===== src/verilog/rtv_map.svh =====
`ifndef RTV_MAP_SVH
`define RTV_MAP_SVH
// ****************************************
// Register offsets (word index on plain port)
// ****************************************
`define RTV_OFF_YEAR        4'h0
`define RTV_OFF_MONTH_DAY_VALUE       4'h1
`define RTV_OFF_WKHR        4'h2
`define RTV_OFF_MINUTES_SECONDS_VALUE      4'h3
`define RTV_OFF_AL_MONTH_DAY_VALUE    4'h4
`define RTV_OFF_AL_WKHR     4'h5
`define RTV_OFF_AL_MINUTES_SECONDS_VALUE   4'h6
`define RTV_OFF_CTRL        4'h7
`define RTV_OFF_CAL         4'h8
`define RTV_OFF_STATUS      4'h9
// ****************************************
// Field masks of writable bits
// ****************************************
`define RTV_MASK_YEAR       16'h00FF
`define RTV_MASK_MONTH_DAY_VALUE      16'h1F3F
`define RTV_MASK_WKHR       16'h073F
`define RTV_MASK_MINUTES_SECONDS_VALUE     16'h7F7F
// ****************************************
// Control and status bit positions
// ****************************************
`define RTV_CTRL_WREN       0
`define RTV_CTRL_EN         1
`define RTV_STAT_HALF       0
// ****************************************
// Timing counts (32.768 kHz tick input)
// ****************************************
`define RTV_TICKS_PER_SEC   15'h7FFF
`define RTV_TICKS_HALF      15'h3FFF
`define RTV_CAL_RESET       8'h00
`endif


===== src/verilog/rtv_pkg.sv =====
package rtv_pkg;
    typedef struct packed {
        logic [3:0] addr;
        logic [15:0] wdata;
        logic        wr;
        logic        rd;
    } rtv_bus_req_t;

    typedef struct packed {
        logic [7:0]  year;
        logic [4:0]  month;
        logic [5:0]  day;
        logic [2:0]  weekday_digit;
        logic [5:0]  hour;
        logic [6:0]  min;
        logic [6:0]  sec;
    } rtv_time_t;

    typedef struct packed {
        logic [4:0]  month;
        logic [5:0]  day;
        logic [2:0]  weekday_digit;
        logic [5:0]  hour;
        logic [6:0]  min;
        logic [6:0]  sec;
    } rtv_alarm_t;

    typedef enum logic [1:0] {
        RTV_ADJ_IDLE = 2'b00,
        RTV_ADJ_ADD  = 2'b01,
        RTV_ADJ_SUB  = 2'b11
    } rtv_adj_t;

    typedef struct packed {
        rtv_time_t   tm;
        rtv_alarm_t  al;
        logic        wren;
        logic        en;
        logic [7:0]  cal;
        logic [14:0] div;
        logic        half;
        logic        sec_pulse;
        rtv_adj_t    adj;
        logic [9:0]  adj_cnt;
        logic [15:0] rdata;
    } rtv_state_t;
endpackage


===== src/verilog/rtv_core.sv =====
// Local design decisions: strobed register access and the address map.
`timescale 1ns/1ps
`include "rtv_map.svh"
// Contract
// - Year holds tens 7-4, ones 3-0
// - Month tens bit 12, ones 11-8
// - Day tens 5-4, ones 3-0
// - Weekday bits 10-8, values 0-6
// - Hour tens 5-4 up to 2
// - Minute tens 14-12, ones 11-8
// - Second tens 6-4, ones 3-0
// - Unused bits read zero, ignore writes
// - Year writes need write enable set
// - Date, hour, alarm date and alarm hour writes need write enable
// - Time advances by hardware; alarms software-only
// - Alarm fields mirror time layout, reset to zero
// - Signed calibration times four, once per minute
// - Negative removes pulses, positive adds pulses
// - Half-second flag cleared on seconds write
// - 7F adds 508, 80 removes 512
module rtv_core (
    // Clock and reset
    input  wire logic                 core_clk,
    input  wire logic                 reset,
    // Slow clock tick
    input  wire logic                 tick_32k,
    // Register port
    input  wire rtv_pkg::rtv_bus_req_t bus_req,
    output logic [15:0]               bus_rdata,
    // Status
    output logic                      seconds_pulse,
    output logic                      half_second_flag,
    output logic                      clock_write_enable
);
    import rtv_pkg::*;

    rtv_state_t s_q;
    rtv_state_t s_d;

    // ****************************************
    // Helpers
    // ****************************************
    function automatic logic [3:0] bcd_inc(input logic [3:0] v);
        bcd_inc = (v == 4'h9) ? 4'h0 : v + 4'h1;
    endfunction

    function automatic logic [4:0] days_in(input logic [4:0] m, input logic [7:0] y);
        logic leap;
        leap = (y[4] == 1'b0) ? (y[3:0] == 4'h0 || y[3:0] == 4'h4 || y[3:0] == 4'h8)
                               : (y[3:0] == 4'h2 || y[3:0] == 4'h6);
        case (m)
            5'h02:                      days_in = leap ? 5'h1D : 5'h1C;
            5'h04, 5'h06, 5'h09, 5'h11: days_in = 5'h1E;
            default:                    days_in = 5'h1F;
        endcase
    endfunction

    function automatic logic [5:0] day_bcd(input logic [4:0] d);
        logic [4:0] tens;
        tens = d / 5'd10;
        day_bcd = {tens[1:0], 4'(d % 5'd10)};
    endfunction

    // ****************************************
    // Next state
    // ****************************************
    always_comb begin
        logic        tick_sec;
        logic [14:0] limit;
        logic [9:0]  amt;
        s_d = s_q;
        tick_sec = 1'b0;
        s_d.sec_pulse = 1'b0;
        s_d.rdata = 16'h0000;
        amt = {s_q.cal[7], s_q.cal[7], s_q.cal} << 2;
        limit = `RTV_TICKS_PER_SEC;

        if (tick_32k && s_q.en) begin
            // Extra pulse swallowed or inserted per tick of adjust
            if (s_q.adj == RTV_ADJ_SUB && s_q.adj_cnt != 10'h000) begin
                s_d.adj_cnt = s_q.adj_cnt - 10'h001;
            end else begin
                if (s_q.adj == RTV_ADJ_ADD && s_q.adj_cnt != 10'h000) begin
                    s_d.adj_cnt = s_q.adj_cnt - 10'h001;
                end
                if (s_q.div == limit) begin
                    s_d.div = 15'h0000;
                    tick_sec = 1'b1;
                end else begin
                    s_d.div = s_q.div + ((s_q.adj == RTV_ADJ_ADD && s_q.adj_cnt != 10'h000 &&
                                          s_q.div < limit - 15'h0001) ? 15'h0002 : 15'h0001);
                end
            end
            if (s_d.div > `RTV_TICKS_HALF) begin
                s_d.half = 1'b1;
            end else begin
                s_d.half = 1'b0;
            end
        end

        // ****************************************
        // Cascaded BCD time keeping
        // ****************************************
        if (tick_sec) begin
            s_d.sec_pulse = 1'b1;
            s_d.tm.sec[3:0] = bcd_inc(s_q.tm.sec[3:0]);
            if (s_q.tm.sec[3:0] == 4'h9) begin
                s_d.tm.sec[6:4] = (s_q.tm.sec[6:4] == 3'h5) ? 3'h0 : s_q.tm.sec[6:4] + 3'h1;
                if (s_q.tm.sec[6:4] == 3'h5) begin
                    // Minute rollover: load calibration once per minute
                    s_d.adj = (s_q.cal == 8'h00) ? RTV_ADJ_IDLE
                            : (s_q.cal[7] ? RTV_ADJ_SUB : RTV_ADJ_ADD);
                    s_d.adj_cnt = s_q.cal[7] ? 10'(-amt) : amt;
                    s_d.tm.min[3:0] = bcd_inc(s_q.tm.min[3:0]);
                    if (s_q.tm.min[3:0] == 4'h9) begin
                        s_d.tm.min[6:4] = (s_q.tm.min[6:4] == 3'h5) ? 3'h0 : s_q.tm.min[6:4] + 3'h1;
                    end
                    if (s_q.tm.min == 7'h59) begin
                        if (s_q.tm.hour == 6'h23) begin
                            s_d.tm.hour = 6'h00;
                            s_d.tm.weekday_digit = (s_q.tm.weekday_digit == 3'h6) ? 3'h0 : s_q.tm.weekday_digit + 3'h1;
                            if (s_q.tm.day == day_bcd(days_in(s_q.tm.month, s_q.tm.year))) begin
                                s_d.tm.day = 6'h01;
                                if (s_q.tm.month == 5'h12) begin
                                    s_d.tm.month = 5'h01;
                                    s_d.tm.year[3:0] = bcd_inc(s_q.tm.year[3:0]);
                                    if (s_q.tm.year[3:0] == 4'h9) begin
                                        s_d.tm.year[7:4] = bcd_inc(s_q.tm.year[7:4]);
                                    end
                                end else if (s_q.tm.month[3:0] == 4'h9) begin
                                    s_d.tm.month = 5'h10;
                                end else begin
                                    s_d.tm.month[3:0] = s_q.tm.month[3:0] + 4'h1;
                                end
                            end else if (s_q.tm.day[3:0] == 4'h9) begin
                                s_d.tm.day = {s_q.tm.day[5:4] + 2'h1, 4'h0};
                            end else begin
                                s_d.tm.day[3:0] = s_q.tm.day[3:0] + 4'h1;
                            end
                        end else if (s_q.tm.hour[3:0] == 4'h9) begin
                            s_d.tm.hour = {s_q.tm.hour[5:4] + 2'h1, 4'h0};
                        end else begin
                            s_d.tm.hour[3:0] = s_q.tm.hour[3:0] + 4'h1;
                        end
                    end
                end
            end
        end

        // ****************************************
        // Register writes (software wins over tick)
        // ****************************************
        if (bus_req.wr) begin
            if (bus_req.addr == `RTV_OFF_YEAR) begin
                if (s_q.wren) begin
                    s_d.tm.year = bus_req.wdata[7:0];
                end
            end else if (bus_req.addr == `RTV_OFF_MONTH_DAY_VALUE) begin
                if (s_q.wren) begin
                    s_d.tm.month = bus_req.wdata[12:8];
                    s_d.tm.day = bus_req.wdata[5:0];
                end
            end else if (bus_req.addr == `RTV_OFF_WKHR) begin
                if (s_q.wren) begin
                    s_d.tm.weekday_digit = bus_req.wdata[10:8];
                    s_d.tm.hour = bus_req.wdata[5:0];
                end
            end else if (bus_req.addr == `RTV_OFF_MINUTES_SECONDS_VALUE) begin
                s_d.tm.min = bus_req.wdata[14:8];
                s_d.tm.sec = bus_req.wdata[6:0];
                s_d.half = 1'b0;
                s_d.div = 15'h0000;
            end else if (bus_req.addr == `RTV_OFF_AL_MONTH_DAY_VALUE) begin
                if (s_q.wren) begin
                    s_d.al.month = bus_req.wdata[12:8];
                    s_d.al.day = bus_req.wdata[5:0];
                end
            end else if (bus_req.addr == `RTV_OFF_AL_WKHR) begin
                if (s_q.wren) begin
                    s_d.al.weekday_digit = bus_req.wdata[10:8];
                    s_d.al.hour = bus_req.wdata[5:0];
                end
            end else if (bus_req.addr == `RTV_OFF_AL_MINUTES_SECONDS_VALUE) begin
                s_d.al.min = bus_req.wdata[14:8];
                s_d.al.sec = bus_req.wdata[6:0];
            end else if (bus_req.addr == `RTV_OFF_CTRL) begin
                s_d.wren = bus_req.wdata[`RTV_CTRL_WREN];
                if (s_q.wren) begin
                    s_d.en = bus_req.wdata[`RTV_CTRL_EN];
                end
            end else if (bus_req.addr == `RTV_OFF_CAL) begin
                s_d.cal = bus_req.wdata[7:0];
            end
        end

        // ****************************************
        // Register reads, unused bits zero
        // ****************************************
        if (bus_req.rd) begin
            if (bus_req.addr == `RTV_OFF_YEAR) begin
                s_d.rdata = {8'h00, s_q.tm.year};
            end else if (bus_req.addr == `RTV_OFF_MONTH_DAY_VALUE) begin
                s_d.rdata = {3'h0, s_q.tm.month, 2'h0, s_q.tm.day};
            end else if (bus_req.addr == `RTV_OFF_WKHR) begin
                s_d.rdata = {5'h00, s_q.tm.weekday_digit, 2'h0, s_q.tm.hour};
            end else if (bus_req.addr == `RTV_OFF_MINUTES_SECONDS_VALUE) begin
                s_d.rdata = {1'b0, s_q.tm.min, 1'b0, s_q.tm.sec};
            end else if (bus_req.addr == `RTV_OFF_AL_MONTH_DAY_VALUE) begin
                s_d.rdata = {3'h0, s_q.al.month, 2'h0, s_q.al.day};
            end else if (bus_req.addr == `RTV_OFF_AL_WKHR) begin
                s_d.rdata = {5'h00, s_q.al.weekday_digit, 2'h0, s_q.al.hour};
            end else if (bus_req.addr == `RTV_OFF_AL_MINUTES_SECONDS_VALUE) begin
                s_d.rdata = {1'b0, s_q.al.min, 1'b0, s_q.al.sec};
            end else if (bus_req.addr == `RTV_OFF_CTRL) begin
                s_d.rdata = {14'h0000, s_q.en, s_q.wren};
            end else if (bus_req.addr == `RTV_OFF_CAL) begin
                s_d.rdata = {8'h00, s_q.cal};
            end else if (bus_req.addr == `RTV_OFF_STATUS) begin
                s_d.rdata = {15'h0000, s_q.half};
            end else begin
                s_d.rdata = 16'h0000;
            end
        end
    end

    // ****************************************
    // State register
    // ****************************************
    always_ff @(posedge core_clk or posedge reset) begin
        if (reset) begin
            s_q <= '0;
            s_q.cal <= `RTV_CAL_RESET;
        end else begin
            s_q <= s_d;
        end
    end

    assign bus_rdata          = s_q.rdata;
    assign seconds_pulse      = s_q.sec_pulse;
    assign half_second_flag   = s_q.half;
    assign clock_write_enable = s_q.wren;
endmodule


===== config.mk =====
export PLATFORM = sky130hd
export DESIGN_NAME = rtv_core
export DESIGN_NICKNAME = d
export VERILOG_FILES = /design/src/verilog/rtv_pkg.sv /design/src/verilog/rtv_core.sv
export VERILOG_INCLUDE_DIRS = /design/src /design/src/verilog
export SDC_FILE = /design/constraint.sdc
export NUM_CORES = 1
export LEC_CHECK = 0
export BUFFER_PORTS_ARGS = -buffer_cell sky130_fd_sc_hd__buf_2
export CORE_MARGIN = 5
export CORE_UTILIZATION = 40
export DETAILED_ROUTE_END_ITERATION = 7
export HOLD_SLACK_MARGIN = 0.03
export PLACE_DENSITY = 0.54
export SLEW_MARGIN = 20
export SYNTH_ARGS = -nofsm -noshare
export SYNTH_HDL_FRONTEND = slang
export SYNTH_SLANG_ARGS = --single-unit

===== constraint.sdc =====
create_clock -name core_clk -period 6.35 [get_ports core_clk]
set_input_delay 0 -clock core_clk [delete_from_list [all_inputs] [get_ports core_clk]]
set_output_delay 0 -clock core_clk [all_outputs]
set_load 0.05 [all_outputs]

# Word-level counts from Yosys, hierarchy flattened
# Index checks and enable logic that the tools add are counted.
# Widths: inputs -> output; s select.
classes:
  add_sub_neg: 15
  div: 2
  magnitude_cmp: 2
  n_eq_ne: 35
  muxes: 87
  bitwise_logic: 8
  n_reduce_logical: 19
op_table:
  columns: ["operator", "count"]
  rows:
  - ["$mux 15", 11]
  - ["$mux 102", 1]
  - ["$mux 94", 1]
  - ["$mux 83", 1]
  - ["$mux 74", 1]
  - ["$mux 8", 7]
  - ["$mux 10", 5]
  - ["$mux 11", 4]
  - ["$mux 44", 1]
  - ["$mux 42", 1]
  - ["$eq 4x4->1 const B", 10]
  - ["$mux 38", 1]
  - ["$mux 9", 4]
  - ["$mux 35", 1]
  - ["$mux 33", 1]
  - ["$mux 16", 2]
  - ["$mux 4", 8]
  - ["$mux 5", 6]
  - ["$add 4x1->4 const B", 7]
  - ["$mux 14", 2]
  - ["$mux 28", 1]
  - ["$mux 13", 2]
  - ["$eq 4x3->1 const B", 6]
  - ["$mux 12", 2]
  - ["41 further kinds", 82]
totals:
  ff_bits: 131
  input_bits: 25
  out_inout_bits: 19
  word_cells: 190

# Longest topological paths before layout
logic_depth:
  word_depth: 24
  depth_mapped: 13
  depth_no_buf: 12

# Least setup slack after synthesis
# Ideal clock, no wire load.
synth_timing:
  path_type: "register -> register"
  startpoint: "reg s_q[16] (netlist bit)"
  endpoint: "reg s_q[39] (netlist bit)"
  setup_ps: 79
  t_arrival_ps: 2944
  t_required_ps: 6271
  slack_ps: 3327
  stages_incl_launch_ff: 14
  n_path_buf: 1
  synth_period_minus_slack_ps: 3023
  cell_sequence: "dfrtp_1 inv_1 ha_1 or4b_4 o31ai_1 a211o_1 inv_1 ha_1 a21o_1 nand3_1 or3_1 clkbuf_1 or3_1 a21oi_1"
synth_rtl:
  columns: ["item", "line_no", "source"]
  rows:
  - ["start: declaration", "rtv_core.sv:37", "rtv_state_t s_q;"]

==> results_dict.tcl <==
set metrics [dict create \
    clk_latency_ns 0.42 \
    leakage_uw 0.00375 \
    synth.most_common_cell "dfrtp_1" \
    worstSetupEndpointType "flop" \
    rsz0062_at_grt "false" \
    grt_first_pass_wirelength_mm 36.3 \
    drv_cap 0 \
    start_util 0.410 \
    area_growth_pct 14.0 \
    first_iter_violations 624 \
    yosysTopAreaCell "dfrtp_1" \
    drive_gt1_frac 0.163 \
    power_density_nw_per_um2 295 \
    ant_nets 0 \
    cts_made_buffers 17 \
    synth.avg_cell_area_sq_um 9.01 \
    reg2reg_depth 8 \
    synth-seq-area-share 0.421 \
    syn_inst 857 \
    ioPinCount 44 \
    endpoint "s_q[122]" \
    min_period_ns 3.39 \
    yosys_warnings 0 \
    yosysTopAreaCellShare 0.421 \
    postSynthNetCount 892 \
    fin_nets 916 \
    clock_skew_ns 0.00920 \
    r2r_setup_slack_ns 2.96 \
    synth_area_sq_um 7720 \
    r2r-end "s_q[122]" \
    setup_viol 0 \
    cts_root_buf "clkbuf_16" \
    rr_startpoint "s_q[16]" \
    ctsHtreeMaxLevel 4 \
    ys_ff_latch 130 \
    core_area_sq_um 18800 \
    fillers 1835 \
    synth_cell_type_count 69 \
    drt_first_pass_iters 5 \
    ir_worst_vdd_uv 208 \
    vias_per_cell 5.76 \
    drcViolationCount 0 \
    gr-total-overflow 0 \
    clock_sinks 130 \
    wire_per_inst_microns 19.4 \
    fin_tns_setup_ns 0 \
    grt_start_max_net_pins 78 \
    ys_top_cells_by_count "130 x dfrtp_1, 81 x nor2_1, 78 x nand2_1" \
    fp.dieH_microns 149 \
    period_share 0.534 \
    dieArea_sq_um 22200 \
    clk_path_buf_depth 2 \
    grtUsageTotal 0.208 \
    fmax_ghz 0.295 \
    gp_congestion 0.863 \
    antenna_cells 0 \
    cp_data_required_time_ns 6.67 \
    ys_async_sr_fraction 1.00 \
    drv_slew 0 \
    final-hold-violation-count 0 \
    vias 6652 \
    wl_mm 22.4 \
    postCtsSetupBuffers 0 \
    crit_start "s_q[16]" \
    tightest_slew_ns 0.980 \
    criticalPathCategory "flop to flop" \
    outcome "completed" \
    cts_tree "yes" \
    hold_class "input pin to async pin" \
    max_slew_margin 0.338 \
    synthFlopType "dfrtp_1" \
    io_buffers 41 \
    num_rows 50 \
    dp_hpwl_mm 15.8 \
    clkTransAtPathRegs_ns 0.06 \
    grt_pass1_vias 6419 \
    synth_area_leaders "dfrtp_1 42%, mux2_2 7.1%, a21oi_1 4.7%" \
    start_kind "flop" \
    synth_edf_count 0 \
    path_max_fanout 10 \
    fin_util 0.468 \
    cp.arrival_ns 3.71 \
    antenna_found_initial 0 \
    fp.dieW_microns 149 \
]
-- timing repair --
| item | CTS | global route |
|---|---|---|
| endpoints found under the hold margin | 124 | 0 |
| hold buffers | 19 | 0 |
| resized for setup | 0 | 0 |
-- worst min-delay path by stage --
stage | slack (ns) | start | endpoint
after floorplan | 0.12 | bus_req[6] | s_q[107]
after global placement | 0.08 | reset | s_q[17]
after detailed placement | 0.08 | reset | s_q[94]
after CTS | 0.19 | reset | s_q[18]
after global routing | 0.21 | reset | s_q[19]
final | 0.17 | reset | s_q[16]
-- routing by layer --
metal	vias up	share of wire	wire length [microns]	global-route usage
li1	3119	-	-	-
met1	3248	0.47	10600	0.307
met2	252	0.46	10200	0.314
met3	33	0.057	1270	0.0359
met4	0	0.016	352	0.0622
met5	-	0	0	0
-- area by class of cell --
type / count / area [sq um] / area share
Multi-Input combinational cell: 637 / 4110 / 0.466
Sequential cell: 130 / 3250 / 0.369
Clock buffer: 19 / 443 / 0.0503
Timing Repair Buffer: 63 / 422 / 0.0479
Tap cell: 260 / 325 / 0.0369
Clock inverter: 13 / 135 / 0.0153
Inverter: 32 / 125 / 0.0142
-- power by group --
group | switching [uW] | internal [uW] | total (uW)
logic | 287 | 221 | 508
registers | 159 | 953 | 1110
clock network | 386 | 588 | 974
-- kinds of logic after synthesis --
kind of cell               after synthesis  synth area share
AOI/OAI and AO/OA                      205             0.166
xor gates and xnor gates                31            0.0351
adders and majority gates               10            0.0172
buffers and inverters                   90            0.0515
DFF                                    130             0.421
muxes                                   69            0.0990
other                                    1          0.000485
and+or+nand+nor                        321             0.210
-- layout by cell type, fill, tap and decap left out, types with 8 or more instances in the layout --
cell             n
a21oi_1         72
a31oi_1         12
buf_2           41
clkbuf_16       17
dfrtp_1        130
dlygate4sd3_1   19
ha_1             9
inv_1           31
mux2_2          49
mux2i_1         19
nand2_1         78
nand2b_1        10
nand3_1         41
nand4_1         10
nor2_1          81
nor2b_1         15
nor3_1          16
nor3b_1          9
o21ai_0         54
o31ai_1          8
or3_1           10
or4_1            8
xnor2_1         17
xor2_1          14
-- flip-flops by register name, indices dropped and copies added (netlist names) --
| name | flops |
|---|---|
| s_q | 112 |
| half_second_flag | 1 |
| clock_write_enable | 1 |
| seconds_pulse | 1 |
| bus_rdata | 15 |
-- worst max-delay path, cell delays in order, from the launching register on --
cell and delay [ns]:
dfrtp_1 0.35, inv_1 0.11, ha_1 0.21, or4b_4 0.52, o311a_4 0.44, nor4_4 0.64
o211ai_4 0.26, or4_4 0.54, o41ai_2 0.21
-- stage by stage --
stage	power (uW)	setup slack [ns]	cell area [sq um]	hold WS, ns	cells
2_1_floorplan	1460	2.88	7720	0.115	857
3_3_place_gp	1590	3.05	8030	0.0797	1103
3_5_place_dp	1620	3.00	8030	0.0847	1103
4_1_cts	2600	2.98	8800	0.185	1154
5_1_grt	2720	2.78	8810	0.212	1154
6_report	2590	2.96	8810	0.174	1154
(Power assumes the default switching activity.)
